File: src/logic/ces_defines.vh
// Purpose: Shared constants of the co-add exposure sequencer.
// Assumes: 40 MHz system clock, 32-bit APB data, byte addresses.
// Notes: Definitions only.
`ifndef CES_DEFINES_VH
`define CES_DEFINES_VH

// ***************************************************************
// Register byte offsets
// ***************************************************************
`define CES_A_CTRL 12'h000
`define CES_A_ITIME 12'h004
`define CES_A_MODE 12'h008
`define CES_A_RATE 12'h00c
`define CES_A_COADDS 12'h010
`define CES_A_SAMPLES 12'h014
`define CES_A_QUAD0 12'h018
`define CES_A_QUAD3 12'h024
`define CES_A_BIAS 12'h028
`define CES_A_STATUS 12'h02c
`define CES_A_STAMP 12'h030
`define CES_A_CNUM 12'h034

// ***************************************************************
// Control bits and encodings
// ***************************************************************
`define CES_CTRL_GO 0
`define CES_CTRL_ABORT 1
`define CES_MODE_SINGLE 2'h0
`define CES_MODE_CDS 2'h1
`define CES_MODE_MCS 2'h2
`define CES_MSG_BEGIN 3'h1
`define CES_MSG_END 3'h2
`define CES_MSG_ABORT 3'h3
`define CES_MSG_MODE 3'h4

// ***************************************************************
// Reset values and limits
// ***************************************************************
`define CES_RST_ITIME_US 32'h0000_03e8
`define CES_RST_MODE 2'h2
`define CES_RST_RATE 10'h064
`define CES_RST_COADDS 16'h0001
`define CES_RST_SAMPLES 16'h0001
`define CES_RATE_MAX_KHZ 500
`define CES_CODE_MAX 4095
`define CES_CODE_W 12
`define CES_DAC_BITS 16

// ***************************************************************
// Timing
// ***************************************************************
`define CES_CLK_NS 25
`define CES_US_NS 1000
`define CES_MS_US 1000
`define CES_US_CYC ((`CES_US_NS + `CES_CLK_NS - 1) / `CES_CLK_NS)
`define CES_SCLK_HALF_NS 100
`define CES_SCLK_HALF_CYC ((`CES_SCLK_HALF_NS + `CES_CLK_NS - 1) / `CES_CLK_NS)

`endif

File: src/logic/ces_sequencer.v
// Purpose: Co-add exposure sequencer with APB command registers.
// Assumes: Ring and waveform emitter answer with one-cycle pulses.
// Notes: Functional notes below.
// Functional notes
// RQ1: Loop once per co-add, count passes, exit at total or run-ok clear.
// RQ2: Send begin message each co-add, wait for its return.
// RQ3: Ring nodes forward every message; last node returns it here.
// RQ4: On begin return, capture timestamp, then run the array clear.
// RQ5: After clear, emit readout waveform sample-count times (only in MCS; CDS emits one readout, single mode none and goes to integration).
// RQ6: Integration idles waiting for time expiry or host message.
// RQ7: On expiry emit readouts sample-count times, then count the co-add (sample count used in MCS only; single and CDS emit one readout).
// RQ8: Nodes accumulate second-set sum minus first-set sum per co-add.
// RQ9: Normal exit sends finish message, waits for return, then idles.
// RQ10: Frame data forwarded to host only once back in idle.
// RQ11: Abort in integration: emit readouts, clear run-ok, echo abort.
// RQ12: Exit with run-ok clear forwards abort to ring, no frame data (data_fwd_en still rises once back in idle).
// RQ13: Exposure command in milliseconds stored as microsecond ticks.
// RQ14: Sampling mode stored and forwarded to the ring.
// RQ15: Pixel rate in kHz, limited to 500, triggers waveform recompose.
// RQ16: Co-add count command replaces the loop terminal count.
// RQ17: Sample count command replaces readouts per set.
// RQ18: Quadrant offsets saturate to 0..4095 and go over serial DAC.
// RQ19: Bias code goes to the bias DAC, spectrometer variant only.
// RQ20: Counts and exposure time latched at frame start.
// RQ21: Bias code saturated to 0..4095 like the offsets.
//
// Chosen here: the APB interface to the registers and the register addresses.
`timescale 1ns/100ps
`include "ces_defines.vh"

module ces_sequencer #(
   parameter HAS_BIAS = 1
) (
   // Clock and reset
   input wire sys_clk,
   input wire nrst,
   // APB slave
   input wire psel,
   input wire penable,
   input wire pwrite,
   input wire [11:0] paddr,
   input wire [31:0] pwdata,
   output reg [31:0] prdata,
   output reg pready,
   output reg pslverr,
   // Acquisition ring
   output reg ring_tx_valid,
   output reg [2:0] ring_tx_msg,
   output reg [1:0] ring_tx_mode,
   input wire ring_rx_valid,
   input wire [2:0] ring_rx_msg,
   // Waveform emitter
   output reg wave_go,
   output reg wave_read,
   input wire wave_done,
   output reg recompose,
   output reg [9:0] pixel_rate_khz,
   // Host side
   output reg abort_echo,
   output reg data_fwd_en,
   output reg frame_busy,
   // Serial DAC pins
   output wire ofs_sclk,
   output wire ofs_sdata,
   output wire ofs_load_n,
   output wire bias_sclk,
   output wire bias_sdata,
   output wire bias_load_n
);

   localparam [3:0] S_IDLE = 4'h0;
   localparam [3:0] S_LOOP = 4'h1;
   localparam [3:0] S_BEGIN = 4'h2;
   localparam [3:0] S_WBEGIN = 4'h3;
   localparam [3:0] S_WCLEAR = 4'h4;
   localparam [3:0] S_SET = 4'h5;
   localparam [3:0] S_INTEG = 4'h6;
   localparam [3:0] S_END = 4'h7;
   localparam [3:0] S_WEND = 4'h8;
   localparam [3:0] S_ABORT = 4'h9;
   function [11:0] sat12;
      input [31:0] v;
      sat12 = v[31] ? 12'h000 : (v > `CES_CODE_MAX) ? {`CES_CODE_W{1'b1}} : v[11:0];
   endfunction
   function is_quad;
      input [11:0] a;
      is_quad = (a >= `CES_A_QUAD0) && (a <= `CES_A_QUAD3) && (a[1:0] == 2'h0);
   endfunction

   // ***************************************************************
   // Microsecond tick timer
   // ***************************************************************
   reg [5:0] us_div;
   reg [31:0] us_count;
   wire us_tick = ({26'h0, us_div} == `CES_US_CYC - 1);
   always @(posedge sys_clk) begin
      if (!nrst) begin
         us_div <= 6'h00;
         us_count <= 32'h0000_0000;
      end else if (us_tick) begin
         us_div <= 6'h00;
         us_count <= us_count + 32'h0000_0001;
      end else begin
         us_div <= us_div + 6'h01;
      end
   end

   // ***************************************************************
   // APB access
   // ***************************************************************
   wire ofs_busy;
   wire bias_busy;
   wire acc = psel & penable;
   wire hit_bias = (paddr == `CES_A_BIAS);
   wire stall = pwrite & ((is_quad(paddr) & ofs_busy) | (hit_bias & bias_busy));
   wire mapped = (paddr <= `CES_A_CNUM) && (paddr[1:0] == 2'h0);
   wire wr = acc & pready & pwrite & ~pslverr;
   wire go_cmd = wr & (paddr == `CES_A_CTRL) & pwdata[`CES_CTRL_GO];
   wire abort_cmd = wr & (paddr == `CES_A_CTRL) & pwdata[`CES_CTRL_ABORT];
   wire [11:0] quad_off = paddr - `CES_A_QUAD0;
   wire [1:0] quad_idx = quad_off[3:2];
   wire [31:0] rate_max = `CES_RATE_MAX_KHZ;
   reg [31:0] itime_us;
   reg [1:0] mode;
   reg [15:0] coadds;
   reg [15:0] samples;
   reg [11:0] quad_code [0:3];
   reg [11:0] bias_code;
   reg mode_pend;
   reg [31:0] stamp;
   reg [15:0] coadd_num;
   reg run_ok;
   reg [3:0] state;
   reg [31:0] rd_mux;
   always @* begin
      case (paddr)
         `CES_A_ITIME: rd_mux = itime_us;
         `CES_A_MODE: rd_mux = {30'h0, mode};
         `CES_A_RATE: rd_mux = {22'h0, pixel_rate_khz};
         `CES_A_COADDS: rd_mux = {16'h0, coadds};
         `CES_A_SAMPLES: rd_mux = {16'h0, samples};
         `CES_A_BIAS: rd_mux = {20'h0, bias_code};
         `CES_A_STATUS: rd_mux = {24'h0, run_ok, frame_busy, ofs_busy, bias_busy, state};
         `CES_A_STAMP: rd_mux = stamp;
         `CES_A_CNUM: rd_mux = {16'h0, coadd_num};
         default: rd_mux = is_quad(paddr) ? {20'h0, quad_code[quad_idx]} : 32'h0000_0000;
      endcase
   end
   always @(posedge sys_clk) begin
      if (!nrst) begin
         pready <= 1'b0;
         pslverr <= 1'b0;
         prdata <= 32'h0000_0000;
      end else begin
         pready <= acc & ~pready & ~stall;
         pslverr <= acc & ~pready & ~stall & ~mapped;
         prdata <= (acc & ~pready & ~pwrite) ? rd_mux : 32'h0000_0000;
      end
   end

   // ***************************************************************
   // Parameter commands
   // ***************************************************************
   always @(posedge sys_clk) begin
      if (!nrst) begin
         itime_us <= `CES_RST_ITIME_US;
         mode <= `CES_RST_MODE;
         coadds <= `CES_RST_COADDS;
         samples <= `CES_RST_SAMPLES;
         pixel_rate_khz <= `CES_RST_RATE;
         recompose <= 1'b0;
         bias_code <= 12'h000;
      end else begin
         recompose <= 1'b0;
         if (wr) begin
            case (paddr)
               `CES_A_ITIME: itime_us <= pwdata * `CES_MS_US; // [RQ13]
               `CES_A_MODE: mode <= pwdata[1:0]; // [RQ14]
               `CES_A_COADDS: coadds <= pwdata[15:0]; // [RQ16]
               `CES_A_SAMPLES: samples <= pwdata[15:0]; // [RQ17]
               `CES_A_RATE: begin
                  pixel_rate_khz <= (pwdata > rate_max) ? rate_max[9:0] : pwdata[9:0]; // [RQ15]
                  recompose <= 1'b1; // [RQ15]
               end
               `CES_A_BIAS: if (HAS_BIAS != 0)
                  bias_code <= sat12(pwdata); // [RQ19] [RQ21]
               default: ;
            endcase
         end
      end
   end
   genvar gi;
   generate
      for (gi = 0; gi < 4; gi = gi + 1) begin : g_quad
         always @(posedge sys_clk) begin
            if (!nrst)
               quad_code[gi] <= 12'h000;
            else if (wr && is_quad(paddr) && quad_idx == gi)
               quad_code[gi] <= sat12(pwdata); // [RQ18]
         end
      end
   endgenerate

   // ***************************************************************
   // Serial DAC links
   // ***************************************************************
   ces_dac_link u_ofs_dac (
      .sys_clk(sys_clk),
      .nrst(nrst),
      .start(wr & is_quad(paddr)), // [RQ18]
      .word({2'h0, quad_idx, sat12(pwdata)}),
      .busy(ofs_busy),
      .sclk(ofs_sclk),
      .sdata(ofs_sdata),
      .load_n(ofs_load_n)
   );
   ces_dac_link u_bias_dac (
      .sys_clk(sys_clk),
      .nrst(nrst),
      .start(wr & hit_bias & (HAS_BIAS != 0)), // [RQ19]
      .word({4'h0, sat12(pwdata)}),
      .busy(bias_busy),
      .sclk(bias_sclk),
      .sdata(bias_sdata),
      .load_n(bias_load_n)
   );

   // ***************************************************************
   // Exposure sequencer
   // ***************************************************************
   reg [15:0] lat_coadds;
   reg [15:0] lat_samples;
   reg [31:0] lat_itime;
   reg [1:0] lat_mode;
   reg [15:0] rd_cnt;
   reg [31:0] integ_left;
   reg second_set;
   reg wave_wait;
   reg aborting;
   wire [15:0] set_len = (lat_mode == `CES_MODE_MCS) ? lat_samples : 16'h0001;
   always @(posedge sys_clk) begin
      if (!nrst) begin
         state <= S_IDLE;
         lat_coadds <= 16'h0000;
         lat_samples <= 16'h0000;
         lat_itime <= 32'h0000_0000;
         lat_mode <= 2'h0;
         rd_cnt <= 16'h0000;
         integ_left <= 32'h0000_0000;
         second_set <= 1'b0;
         wave_wait <= 1'b0;
         aborting <= 1'b0;
         coadd_num <= 16'h0000;
         run_ok <= 1'b0;
         stamp <= 32'h0000_0000;
         mode_pend <= 1'b0;
         ring_tx_valid <= 1'b0;
         ring_tx_msg <= 3'h0;
         ring_tx_mode <= 2'h0;
         wave_go <= 1'b0;
         wave_read <= 1'b0;
         abort_echo <= 1'b0;
         data_fwd_en <= 1'b0;
         frame_busy <= 1'b0;
      end else begin
         ring_tx_valid <= 1'b0;
         wave_go <= 1'b0;
         abort_echo <= 1'b0;
         data_fwd_en <= (state == S_IDLE); // [RQ10]
         frame_busy <= (state != S_IDLE);
         if (wr && paddr == `CES_A_MODE)
            mode_pend <= 1'b1;
         case (state)
            S_IDLE: begin
               if (mode_pend && !(wr && paddr == `CES_A_MODE)) begin
                  mode_pend <= 1'b0;
                  ring_tx_valid <= 1'b1;
                  ring_tx_msg <= `CES_MSG_MODE; // [RQ14]
                  ring_tx_mode <= mode;
               end else if (go_cmd) begin
                  lat_coadds <= coadds; // [RQ20]
                  lat_samples <= samples;
                  lat_itime <= itime_us;
                  lat_mode <= mode;
                  coadd_num <= 16'h0000;
                  run_ok <= 1'b1;
                  aborting <= 1'b0;
                  state <= S_LOOP;
               end
            end
            S_LOOP: // [RQ1] [RQ9] [RQ12]
               state <= !run_ok ? S_ABORT : (coadd_num == lat_coadds) ? S_END : S_BEGIN;
            S_BEGIN: begin
               ring_tx_valid <= 1'b1;
               ring_tx_msg <= `CES_MSG_BEGIN; // [RQ2]
               state <= S_WBEGIN;
            end
            S_WBEGIN: begin
               if (ring_rx_valid && ring_rx_msg == `CES_MSG_BEGIN) begin // [RQ2] [RQ3]
                  stamp <= us_count; // [RQ4]
                  wave_go <= 1'b1;
                  wave_read <= 1'b0; // [RQ4]
                  state <= S_WCLEAR;
               end
            end
            S_WCLEAR: begin
               if (wave_done) begin
                  rd_cnt <= 16'h0000;
                  wave_wait <= 1'b0;
                  if (lat_mode == `CES_MODE_SINGLE) begin
                     integ_left <= lat_itime;
                     state <= S_INTEG;
                  end else begin
                     second_set <= 1'b0;
                     state <= S_SET; // [RQ5]
                  end
               end
            end
            S_SET: begin
               if (wave_wait) begin
                  if (wave_done) begin
                     wave_wait <= 1'b0;
                     rd_cnt <= rd_cnt + 16'h0001;
                  end
               end else if (rd_cnt == set_len) begin
                  rd_cnt <= 16'h0000;
                  if (!second_set) begin
                     integ_left <= lat_itime;
                     state <= S_INTEG;
                  end else begin
                     if (aborting) begin
                        run_ok <= 1'b0; // [RQ11]
                        abort_echo <= 1'b1; // [RQ11]
                     end else begin
                        coadd_num <= coadd_num + 16'h0001; // [RQ1] [RQ7]
                     end
                     state <= S_LOOP;
                  end
               end else begin
                  wave_go <= 1'b1; // [RQ5] [RQ7]
                  wave_read <= 1'b1;
                  wave_wait <= 1'b1;
               end
            end
            S_INTEG: begin
               if (abort_cmd || integ_left == 32'h0000_0000) begin // [RQ6] [RQ7]
                  aborting <= abort_cmd; // [RQ11]
                  second_set <= 1'b1;
                  state <= S_SET;
               end else if (us_tick) begin
                  integ_left <= integ_left - 32'h0000_0001;
               end
            end
            S_END, S_ABORT: begin
               ring_tx_valid <= 1'b1;
               ring_tx_msg <= (state == S_END) ? `CES_MSG_END : `CES_MSG_ABORT; // [RQ9] [RQ12]
               state <= (state == S_END) ? S_WEND : S_IDLE;
            end
            S_WEND: if (ring_rx_valid && ring_rx_msg == `CES_MSG_END)
               state <= S_IDLE; // [RQ9]
            default: state <= S_IDLE;
         endcase
      end
   end

endmodule // ces_sequencer

File: src/logic/ces_dac_link.v
// Purpose: Serial DAC writer, one 16-bit frame per start pulse.
// Assumes: Start is only given while busy is low.
// Notes: Data changes on the falling serial clock, load_n low frames a word.
`timescale 1ns/100ps
`include "ces_defines.vh"

module ces_dac_link (
   // Clock and reset
   input wire sys_clk,
   input wire nrst,
   // Request
   input wire start,
   input wire [15:0] word,
   output reg busy,
   // Serial pins
   output reg sclk,
   output reg sdata,
   output reg load_n
);

   reg [15:0] shreg;
   reg [3:0] bitn;
   reg [2:0] div;

   always @(posedge sys_clk) begin
      if (!nrst) begin
         busy <= 1'b0;
         sclk <= 1'b0;
         sdata <= 1'b0;
         load_n <= 1'b1;
         shreg <= 16'h0000;
         bitn <= 4'h0;
         div <= 3'h0;
      end else if (!busy) begin
         if (start) begin
            busy <= 1'b1;
            shreg <= word;
            sdata <= word[15];
            bitn <= 4'h0;
            div <= 3'h0;
            load_n <= 1'b0;
            sclk <= 1'b0;
         end
      end else if ({29'h0, div} == `CES_SCLK_HALF_CYC - 1) begin
         div <= 3'h0;
         if (!sclk) begin
            sclk <= 1'b1;
         end else begin
            sclk <= 1'b0;
            if ({28'h0, bitn} == `CES_DAC_BITS - 1) begin
               busy <= 1'b0;
               load_n <= 1'b1;
            end else begin
               bitn <= bitn + 4'h1;
               shreg <= {shreg[14:0], 1'b0};
               sdata <= shreg[14];
            end
         end
      end else begin
         div <= div + 3'h1;
      end
   end

endmodule // ces_dac_link

File: config.mk
export PLATFORM = sky130hd
export DESIGN_NAME = ces_sequencer
export DESIGN_NICKNAME = d
export VERILOG_FILES = /design/src/logic/ces_sequencer.v /design/src/logic/ces_dac_link.v
export VERILOG_INCLUDE_DIRS = /design/src /design/src/logic
export SDC_FILE = /design/constraint.sdc
export NUM_CORES = 1
export LEC_CHECK = 0
export ABC_AREA = 1
export BUFFER_PORTS_ARGS = -buffer_cell sky130_fd_sc_hd__buf_2
export CAP_MARGIN = 40
export CORE_MARGIN = 4
export CORE_UTILIZATION = 35
export DETAILED_ROUTE_END_ITERATION = 10
export GPL_TIMING_DRIVEN = 0
export HOLD_SLACK_MARGIN = 0.1
export PLACE_DENSITY = 0.59
export SYNTH_ARGS = -nofsm -noshare
export SYNTH_HDL_FRONTEND = slang
export SYNTH_SLANG_ARGS = --single-unit
File: constraint.sdc
create_clock -name sys_clk -period 4.8 [get_ports sys_clk]
set_clock_uncertainty 0.2 [all_clocks]
set_input_delay 0.96 -clock sys_clk [delete_from_list [all_inputs] [get_ports sys_clk]]
set_output_delay 0.96 -clock sys_clk [all_outputs]
set_load 0.02 [all_outputs]
==> metrics.md, run 1 <==
| Metric | Value |
|---|---|
| Iter 0 DRT Violations | 2368 |
| TritonRoute pass-1 iters | 6 |
| Synth cell types | 56 |
| Worst Setup Path Type | in -> reg |
| Area Growth Syn to Fin | 18.38% |
| Worst-path fanout max | 8 |
| DRT Wirelength | 90.76 mm |
| Top FF cell, synth | dfxtp_1 |
| HP Class | reg -> reg |
| Critical Path AT | 4990 ps |
| Total GRT Usage | 0.2260 |
| Minimum clock period | 4702 ps |
| Fill cells | 7477 |
| Initial antenna violation count | 3 |
| Clock Root Buffer | clkbuf_16 |
| DRT antenna net count | 0 |
| # port buffers | 113 |
| Status | completed |
| # nets final | 3946 |
| CTS clk-pin slew, worst paths | 60 ps |
| Avg Inst Size Synth | 7.234 sq um |
| Startpoint Class | primary input |
| FF/Latch Area | 9229 sq um |
| Syn_nets | 3726 |
| Pwr/cell area | 480.0 nW/um^2 |
| Post-synth EDFFs | 48 |
| GRT Residual Overflow | 0 |
| Hold_ws | 245.0 ps |
| CP endpoint kind | register |
| CTS sink count | 437 |
| CTS buffer count | 49 |
| Dpl hpwl | 70.63 mm |
| TritonCTS clock tree | yes |
| Core footprint | 71610 sq um |
| Final Max Slew Viols | 0 |
| Global-route wire length before repair | 135.3 mm |
| Peak Freq | 0.2127 GHz |
| Fin. Hold Viols | 0 |
| Lkg Pwr | 12.24 nW |
| Relative slew slack | 0.3860 |
| Power Total | 14.39 mW |
| Max-Cap Viols | 0 |
| DRC viols | 0 |
| Proportion of layout cells with a drive suffix above 1 | 0.1216 |
| Yosys Warn Count | 0 |
| Placed instance area | 27230 sq um |
| Initial Util | 0.3537 |
| H-tree depth | 2 |
| Via count | 24430 |
| Die H | 277 microns |
| Multi-input gate area | 14010 sq um |
| #FFs+latches synth | 437 |
| Gpl congestion | 0.9871 |
| Seq/Total Area, Yosys | 0.3644 |
| RSZ-0062 raised after global routing | true |
| Area of the die | 76730 sq um |
| Clock latency on the worst-skew pair | 620 ps |
| Final setup vio count | 0 |
| Vias in the first global route | 22690 |
| Mapped Area | 25330 sq um |
| Largest net degree at the start of global routing | 14 |
| Final period utilization | 0.9796 |
| Fin area | 29980 sq um |
| Longest Clk Path Bufs | 3 |
| Die X | 277 microns |
| I/O Pins | 116 |
| Worst-margin pin slew | 911.4 ps |
| Ys async rst share | 0 |
| Row cnt | 98 |
| Post-Synthesis Cells | 3501 |
| Vias/cell | 5.185 |
| Crit path required time | 5080 ps |
| Setup tns final | 0 ps |
| Peak supply drop | 330.0 uV |
| Per-cell routed wire length | 19.26 microns |
## area by class of cell
class / instances / area share
flip-flops and latches: 437 / 0.3078
diodes: 3 / 0.0002504
repair buffers: 169 / 0.03635
multi-input cells: 2361 / 0.4674
clock buffers: 68 / 0.04645
clock inverters: 20 / 0.008722
plain buffers: 146 / 0.02149
inverters: 557 / 0.07186
well taps: 950 / 0.03964
## final timing paths
kind                                   start                          to  slack, ps  depth (start not counted)
setup reg to reg           pready$_SDFF_PN0_   itime_us[22]$_SDFFE_PN0P_       1730                          9
hold / removal    lat_itime[31]$_SDFFE_PN0P_  lat_itime[31]$_SDFFE_PN0P_        240                          2
setup / recovery                   pwdata[1]   itime_us[19]$_SDFFE_PN0P_        100                         16
hold reg to reg   lat_itime[31]$_SDFFE_PN0P_  lat_itime[31]$_SDFFE_PN0P_        240                          2
## placed cells by master (no fill, tap or decap), types with 42 or more instances in the layout
master / synthesis / routed
nand2_1: 538 / 519
ha_1: 80 / 62
clkbuf_1: 110 / 118
nor3_1: 61 / 57
nand4_1: 72 / 72
nor2_1: 402 / 387
o22ai_1: 42 / 42
o21ai_0: 312 / 297
nand3_1: 229 / 220
edfxtp_1: 48 / 48
fa_1: 91 / 89
a21oi_1: 321 / 304
dfxtp_1: 389 / 389
buf_2: 17 / 114
inv_1: 541 / 519
clkbuf_16: 0 / 49
buf_4: 4 / 54
## through the flow
stage	setup slack, ps	util	std cells
finish	97.80	0.4187	4711
global route	-64.64	0.4186	4709
CTS	4.814	0.4085	4686
detailed placement	-1073	0.3803	4577
global placement	-1094	0.3782	4564
floorplan	21.59	-	3501
## synthesized netlist by cell type, drive strengths merged (48+ instances only)
master / count / area share
a21oi: 322 / 0.064
clkbuf: 110 / 0.016
dfxtp: 389 / 0.31
edfxtp: 48 / 0.057
fa: 91 / 0.072
ha: 80 / 0.040
inv: 555 / 0.082
nand2: 544 / 0.082
nand3: 232 / 0.046
nand4: 74 / 0.019
nor2: 418 / 0.065
nor3: 64 / 0.013
o21ai: 320 / 0.063
## cells by family (layout without fill, tap and decap cells)
logic type                 Yosys count  in the layout  synth area share
xor gates and xnor gates            66             66           0.02282
and+or+nand+nor                   1371           1371            0.2356
other                                0              3                 0
buffers and inverters              703            960            0.1080
DFF                                437            437            0.3644
adders and majority gates          171            171            0.1115
AOI/OAI and AO/OA                  753            753            0.1577
## flip-flops by register name (all words and copies together), names as in the netlist, 16 cells and up
register,flops
coadd_num,16
lat_itime,29
coadds,16
stamp,32
us_count,32
samples,16
integ_left,32
prdata,32
quad_code,48
itime_us,29
lat_coadds,16
rd_cnt,16
lat_samples,16
## power breakdown
group | switching, mW | leakage (nW) | internal (mW)
clock | 1.64 | 0.820 | 2.30
sequential | 0.136 | 3.64 | 3.83
combinational | 4.13 | 7.78 | 2.36
## critical path, stage by stage
cell	delay [ps]
buf_4	190
clkinvlp_4	170
fa_1	580
fa_1	440
fa_1	510
fa_1	540
inv_1	70
ha_4	260
a21oi_2	210
o21ai_1	130
a21oi_1	200
inv_1	120
a21oi_2	180
xnor2_2	160
o21ai_0	190
inv_1	50
## routing by layer
layer	up-vias	wire length, microns	track usage
met5	-	18	0
met4	2	3455	0.07929
met3	186	6688	0.03389
met2	934	40700	0.3636
met1	11430	39890	0.3105
li1	11880	-	-
## what timing repair did
action | CTS | global route
gates resized for setup | 59 | 129
hold buffers | 0 | 0
setup buffers | 21 | 22
pin swaps | 2 | 33
setup endpoints to repair | 14 | 16
No activity file was read; power rests on OpenSTA's default activity.
==> run 2: changes to the inputs <==
--- a/config.mk
+++ b/config.mk
@@ -6,7 +6,6 @@
 export SDC_FILE = /design/constraint.sdc
 export NUM_CORES = 1
 export LEC_CHECK = 0
-export ABC_AREA = 1
 export BUFFER_PORTS_ARGS = -buffer_cell sky130_fd_sc_hd__buf_2
 export CAP_MARGIN = 40
 export CORE_MARGIN = 4
==> metrics.md, run 2 <==
| Metric | Value |
|---|---|
| Relative slew slack | 0.3558 |
| Syn_nets | 2947 |
| Gpl congestion | 0.9782 |
| Clock Root Buffer | clkbuf_16 |
| Switching Fraction | 0.3696 |
| Leading area contributor after synthesis | dfxtp_1 |
| Clock latency on the worst-skew pair | 600 ps |
| DRC viols | 0 |
| Met3 Use GR | 0.04251 |
| Yosys Warn Count | 0 |
| Sequential share of power | 0.294 |
| Clock power share | 0.290 |
| Critical Path AT | 5440 ps |
| Startpoint Class | primary input |
| Die H | 265 microns |
| Most numerous cell in the Yosys netlist | nand2_1 |
| Peak Freq | 0.1950 GHz |
| Worst-margin pin slew | 966.4 ps |
| Row cnt | 93 |
| Area of the die | 70230 sq um |
| Area share of the largest cell type after synthesis | 0.3369 |
| Met1 usage | 0.3098 |
| I/O Pins | 116 |
| CTS sink count | 437 |
| Most instantiated cells after synthesis | nand2_1 (460), dfxtp_1 (389), nor2_1 (284) |
| Max reg flops | 48 |
| Worst-path fanout max | 3 |
| Longest Clk Path Bufs | 3 |
| Iter 0 DRT Violations | 2369 |
| Worst Setup Path Type | in -> reg |
| Final period utilization | 1.069 |
| Synth cell types | 73 |
| Core footprint | 64930 sq um |
| CTS buffer count | 47 |
| Gate power share | 0.416 |
| Vias in the first global route | 19590 |
| Initial Util | 0.3560 |
| Met2 Usage GRT | 0.3424 |
| Final Max Slew Viols | 0 |
| Initial antenna violation count | 6 |
| Avg Inst Size Synth | 8.493 sq um |
| Status | finished, violations left |
| Dpl ws | -1434 ps |
| Area Growth Syn to Fin | 21.14% |
| DRT Wirelength | 81.65 mm |
| CP endpoint kind | register |
| Max-Cap Viols | 0 |
| Largest Register | quad_code |
| Post-synth EDFFs | 48 |
| Peak supply drop | 393.4 uV |
| TritonCTS clock tree | yes |
| Vias/cell | 5.495 |
| Post-Synthesis Cells | 2722 |
| Via count | 21280 |
| DRT antenna net count | 0 |
| HP Class | reg -> reg |
| Proportion of layout cells with a drive suffix above 1 | 0.1452 |
| Global-route wire length before repair | 121.5 mm |
| Gr busiest metal | met2 |
| Crit path required time | 5110 ps |
| CTS Hold Buffers Added | 0 |
| Dominant cells by area after synthesis | dfxtp_1 (34%), fa_1 (7.9%), nand2_1 (7.5%) |
| Mapped Area | 23120 sq um |
| Per-cell routed wire length | 21.09 microns |
| CTS clk-pin slew, worst paths | 60 ps |
| Final setup vio count | 14 |
| Dpl hpwl | 62.23 mm |
| GRT Residual Overflow | 0 |
| Ant. Diodes | 0 |
| Seq/Total Area, Yosys | 0.3992 |
| Failing checks | negative setup slack |
| Placed instance area | 25370 sq um |
| # port buffers | 114 |
| Ys async rst share | 0 |
| # nets final | 3206 |
| RSZ-0062 raised after global routing | true |
| #FFs+latches synth | 437 |
| Internal Pwr Total | 8.104 mW |
| Pwr/cell area | 459.1 nW/um^2 |
| Lkg Pwr | 10.26 nW |
| Fin. Hold Viols | 0 |
| Die X | 265 microns |
| Most frequent cells in the layout | nand2_1 (455), dfxtp_1 (389), nor2_1 (283) |
| Total GRT Usage | 0.2229 |
| TritonRoute pass-1 iters | 7 |
| Largest net degree at the start of global routing | 14 |
| Net switching power figure | 4.751 mW |
| H-tree depth | 2 |
| Minimum clock period | 5129 ps |
| Worst Slack Setup Final | -329.4 ps |
| Top FF cell, synth | dfxtp_1 |
| Most common cell after layout, fill and taps aside | nand2_1 |
| Fin area | 28000 sq um |
-- run 2: changes by cell type after synthesis, moves of 35 or more --
| cell | change |
|---|---|
| o21ai_0 | -214 |
| nand2_1 | -78 |
| a21oi_1 | -45 |
| nand3_1 | -169 |
| nand4_1 | -41 |
| o22ai_1 | -35 |
| inv_1 | -381 |
| o211ai_1 | +45 |
| nor2_1 | -118 |
-- run 2: power groups by stage --
stage	Combinational [mW]	Sequential (mW)	Clock, mW
after floorplan	2.71	3.84	0
after global placement	4.12	3.86	0
after detailed placement	4.16	3.86	0
after CTS	4.71	3.78	3.77
after global routing	5.70	3.78	3.91
final	5.35	3.78	3.73
-- run 2: path summary, 6_finish.rpt --
check / to / depth (start not counted) / start / slack (ps)
max: itime_us[28]$_SDFFE_PN0P_ / 16 / pwdata[1] / -330
min: u_bias_dac.div[2]$_SDFFE_PN0P_ / 2 / u_bias_dac.div[2]$_SDFFE_PN0P_ / 230
max reg2reg: integ_left[18]$_SDFFE_PN0P_ / 12 / integ_left[0]$_SDFFE_PN0P_ / 910
min reg2reg: u_bias_dac.div[2]$_SDFFE_PN0P_ / 2 / u_bias_dac.div[2]$_SDFFE_PN0P_ / 230
-- run 2: final cells by class --
cell class / count / area [sq um]
timing repair buffer: 210 / 1523
fill: 6479 / 36930
sequential: 437 / 9229
tap: 855 / 1070
buffer: 157 / 618.1
inverter: 160 / 668.1
clock inverter: 20 / 224.0
multi-input combinational: 1968 / 13330
clock buffer: 65 / 1345
-- run 2: worst max-delay path: stages --
cell and delay [ps]:
buf_16 90, clkinvlp_4 140, fa_1 560, fa_1 440
fa_1 510, fa_1 560, inv_2 50, ha_4 260
o211ai_1 80, o21a_1 200, a221o_2 410, a211oi_4 340
o221ai_4 180, xnor2_2 280, nand2_2 160, a21oi_2 190
-- run 2: metal layers --
layer / vias up / wire (microns)
met1: 10220 / 35560
met4: 2 / 4139
met2: 913 / 35060
met3: 223 / 6884
met5: - / 12
li1: 9921 / -
-- run 2: repair_timing --
action	CTS	global route
pin swaps	38	43
setup endpoints to repair	19	16
setup buffers	43	24
resized for setup	75	41
-- run 2: metrics by stage --
stage | hold WS, ps | total power, mW | cells | setup TNS, ps | utilization
2_1_floorplan | 204.6 | 6.558 | 2722 | -631.5 | -
3_3_place_gp | 216.2 | 7.973 | 3691 | -38930 | 0.3865
3_5_place_dp | 225.2 | 8.020 | 3720 | -23390 | 0.3908
4_1_cts | 234.2 | 12.25 | 3848 | -1028 | 0.4247
5_1_grt | 257.6 | 13.39 | 3872 | -3932 | 0.4313
6_report | 230.2 | 12.86 | 3872 | -2236 | 0.4313
-- run 2: kinds of logic after synthesis --
| family | after synthesis | share of synthesized area |
|---|---|---|
| AOI/OAI and AO/OA | 629 | 0.1682 |
| xor gates and xnor gates | 95 | 0.03599 |
| adders and majority gates | 171 | 0.1221 |
| buffers and inverters | 317 | 0.05272 |
| DFF | 437 | 0.3992 |
| muxes | 29 | 0.01905 |
| and+or+nand+nor | 1044 | 0.2028 |
==> run 3: changes to the inputs <==
--- a/config.mk
+++ b/config.mk
@@ -6,14 +6,14 @@
 export SDC_FILE = /design/constraint.sdc
 export NUM_CORES = 1
 export LEC_CHECK = 0
-export BUFFER_PORTS_ARGS = -buffer_cell sky130_fd_sc_hd__buf_2
 export CAP_MARGIN = 40
 export CORE_MARGIN = 4
 export CORE_UTILIZATION = 35
 export DETAILED_ROUTE_END_ITERATION = 10
+export DONT_BUFFER_PORTS = 1
+export GPL_ROUTABILITY_DRIVEN = 0
 export GPL_TIMING_DRIVEN = 0
-export HOLD_SLACK_MARGIN = 0.1
-export PLACE_DENSITY = 0.59
+export PLACE_DENSITY = 0.58
 export SYNTH_ARGS = -nofsm -noshare
 export SYNTH_HDL_FRONTEND = slang
 export SYNTH_SLANG_ARGS = --single-unit
==> metrics.md, run 3 (same netlist as run 2, synthesis figures left out) <==
| Metric | Value |
|---|---|
| Peak Freq | 0.2053 GHz |
| Max-Cap Viols | 0 |
| Failing checks | negative setup slack |
| HP Class | reg -> reg |
| Iter 0 DRT Violations | 2317 |
| Row cnt | 93 |
| Minimum clock period | 4871 ps |
| Core footprint | 64930 sq um |
| Area Growth Syn to Fin | 17.11% |
| Reg2Reg Setup Slack | 960 ps |
| Area of the die | 70230 sq um |
| Largest Register | quad_code |
| DRT Wirelength | 82.29 mm |
| Vias in the first global route | 20380 |
| Fill cells | 6519 |
| Critical Path AT | 5190 ps |
| Fin util | 0.4169 |
| DRT antenna net count | 0 |
| Relative slew slack | 0.3696 |
| Startpoint Class | primary input |
| Dpl hpwl | 63.95 mm |
| Gate power share | 0.392 |
| CTS sink count | 437 |
| Final period utilization | 1.015 |
| CTS Hold Buffers Added | 0 |
| Most frequent cells in the layout | nand2_1 (455), dfxtp_1 (389), nor2_1 (283) |
| DRC viols | 0 |
| Initial Util | 0.3560 |
| Clock power share | 0.313 |
| # nets final | 3057 |
| Clock Root Buffer | clkbuf_16 |
| WHS Path Cells | 2 |
| Final Non-Filler Cells | 3729 |
| Peak supply drop | 429.6 uV |
| Proportion of layout cells with a drive suffix above 1 | 0.1010 |
| CTS buffer count | 49 |
| Slowest cell on crit path | fa_1 |
| Internal Pwr Total | 8.119 mW |
| Lkg Pwr | 9.549 nW |
| Final setup vio count | 3 |
| Fin. Hold Viols | 0 |
| Worst Setup Path Type | in -> reg |
| TritonRoute pass-1 iters | 7 |
| Dpl ws | -1094 ps |
| Switching Fraction | 0.3683 |
| Worst-path fanout max | 7 |
| Crit-path cells | clkinvlp_4 > fa_1 > fa_1 > fa_1 > fa_1 > inv_2 > ha_4 > o211ai_1 > o21a_1 > a221o_1 > a211oi_2 > o221ai_2 > xnor2_2 > nand2_2 > a21oi_1 |
| TritonCTS clock tree | yes |
| Final Max Slew Viols | 0 |
| Die H | 265 microns |
| Worst-margin pin slew | 945.6 ps |
| Largest net degree at the start of global routing | 15 |
| # port buffers | 0 |
| Vias/cell | 5.619 |
| Clock latency on the worst-skew pair | 620 ps |
| Placed instance area | 24770 sq um |
| Post-Place Cells | 3603 |
| Initial antenna violation count | 4 |
| Fin area | 27070 sq um |
| Via count | 20950 |
| Slowest stage delay, CP | 560 ps |
| Per-cell routed wire length | 22.07 microns |
| CTS clk-pin slew, worst paths | 60 ps |
| Worst Slack Setup Final | -70.52 ps |
| CP endpoint kind | register |
| Crit path required time | 5120 ps |
| Hold_ws | 230.1 ps |
| Sequential share of power | 0.295 |
| I/O Pins | 116 |
| Total GRT Usage | 0.2271 |
| Longest Clk Path Bufs | 3 |
| Power Total | 12.85 mW |
| Global-route wire length before repair | 123.8 mm |
| Status | finished, violations left |
| Die X | 265 microns |
| Max reg flops | 48 |
| Setup tns final | -136.6 ps |
| Most common cell after layout, fill and taps aside | nand2_1 |
| Pwr/cell area | 474.7 nW/um^2 |
| Net switching power figure | 4.733 mW |
| RSZ-0062 raised after global routing | true |
| Reg2reg path depth | 12 |
| Most common cell on crit path | fa_1 |
| H-tree depth | 2 |
| GRT Residual Overflow | 0 |
[run 3: what timing repair did]
item,in CTS,in global routing
gates resized for setup,17,45
setup buffers,18,15
setup endpoints to repair,16,17
pin swaps,29,37
gates cloned,0,0
[run 3: worst paths after layout]
kind                                 start                            end
min          u_ofs_dac.div[2]$_SDFFE_PN0P_  u_ofs_dac.div[2]$_SDFFE_PN0P_
min reg2reg  u_ofs_dac.div[2]$_SDFFE_PN0P_  u_ofs_dac.div[2]$_SDFFE_PN0P_
max reg2reg     integ_left[0]$_SDFFE_PN0P_    integ_left[10]$_SDFFE_PN0P_
max                              pwdata[4]      itime_us[28]$_SDFFE_PN0P_
[run 3: per-layer routing]
metal / vias up / global-route usage / part of all wire
met5: - / 0 / 0
met4: 0 / 0.1151 / 0.054
met3: 219 / 0.04845 / 0.092
met2: 954 / 0.3599 / 0.45
met1: 10160 / 0.2938 / 0.41
li1: 9618 / - / -
[run 3: critical path: cells and delay by family]
family                     cells  cell delay, ps
adders and majority gates      5            2260
AOI/OAI and AO/OA              6            1380
xor gates and xnor gates       1             260
and+or+nand+nor                1             160
buffers and inverters          2             150
[run 3: power by group through the flow]
stage               sequential (mW)  clock [mW]  combinational, mW
finish                         3.80        4.02               5.04
global route                   3.80        4.23               5.38
CTS                            3.79        4.08               4.40
detailed placement             3.88           0               4.10
global placement               3.87           0               4.02
floorplan                      3.84           0               2.71
[run 3: cell type report]
type                       instances  area (sq um)  share of cell area
timing repair buffer              59         483.0             0.01784
buffer                           157         618.1             0.02283
sequential                       437          9229              0.3409
antenna                            3         7.507           0.0002773
clock buffer                      65          1419             0.05241
clock inverter                    25         305.3             0.01128
multi-input combinational       1968         13280              0.4905
tap                              855          1070             0.03952
inverter                         160         660.6             0.02440
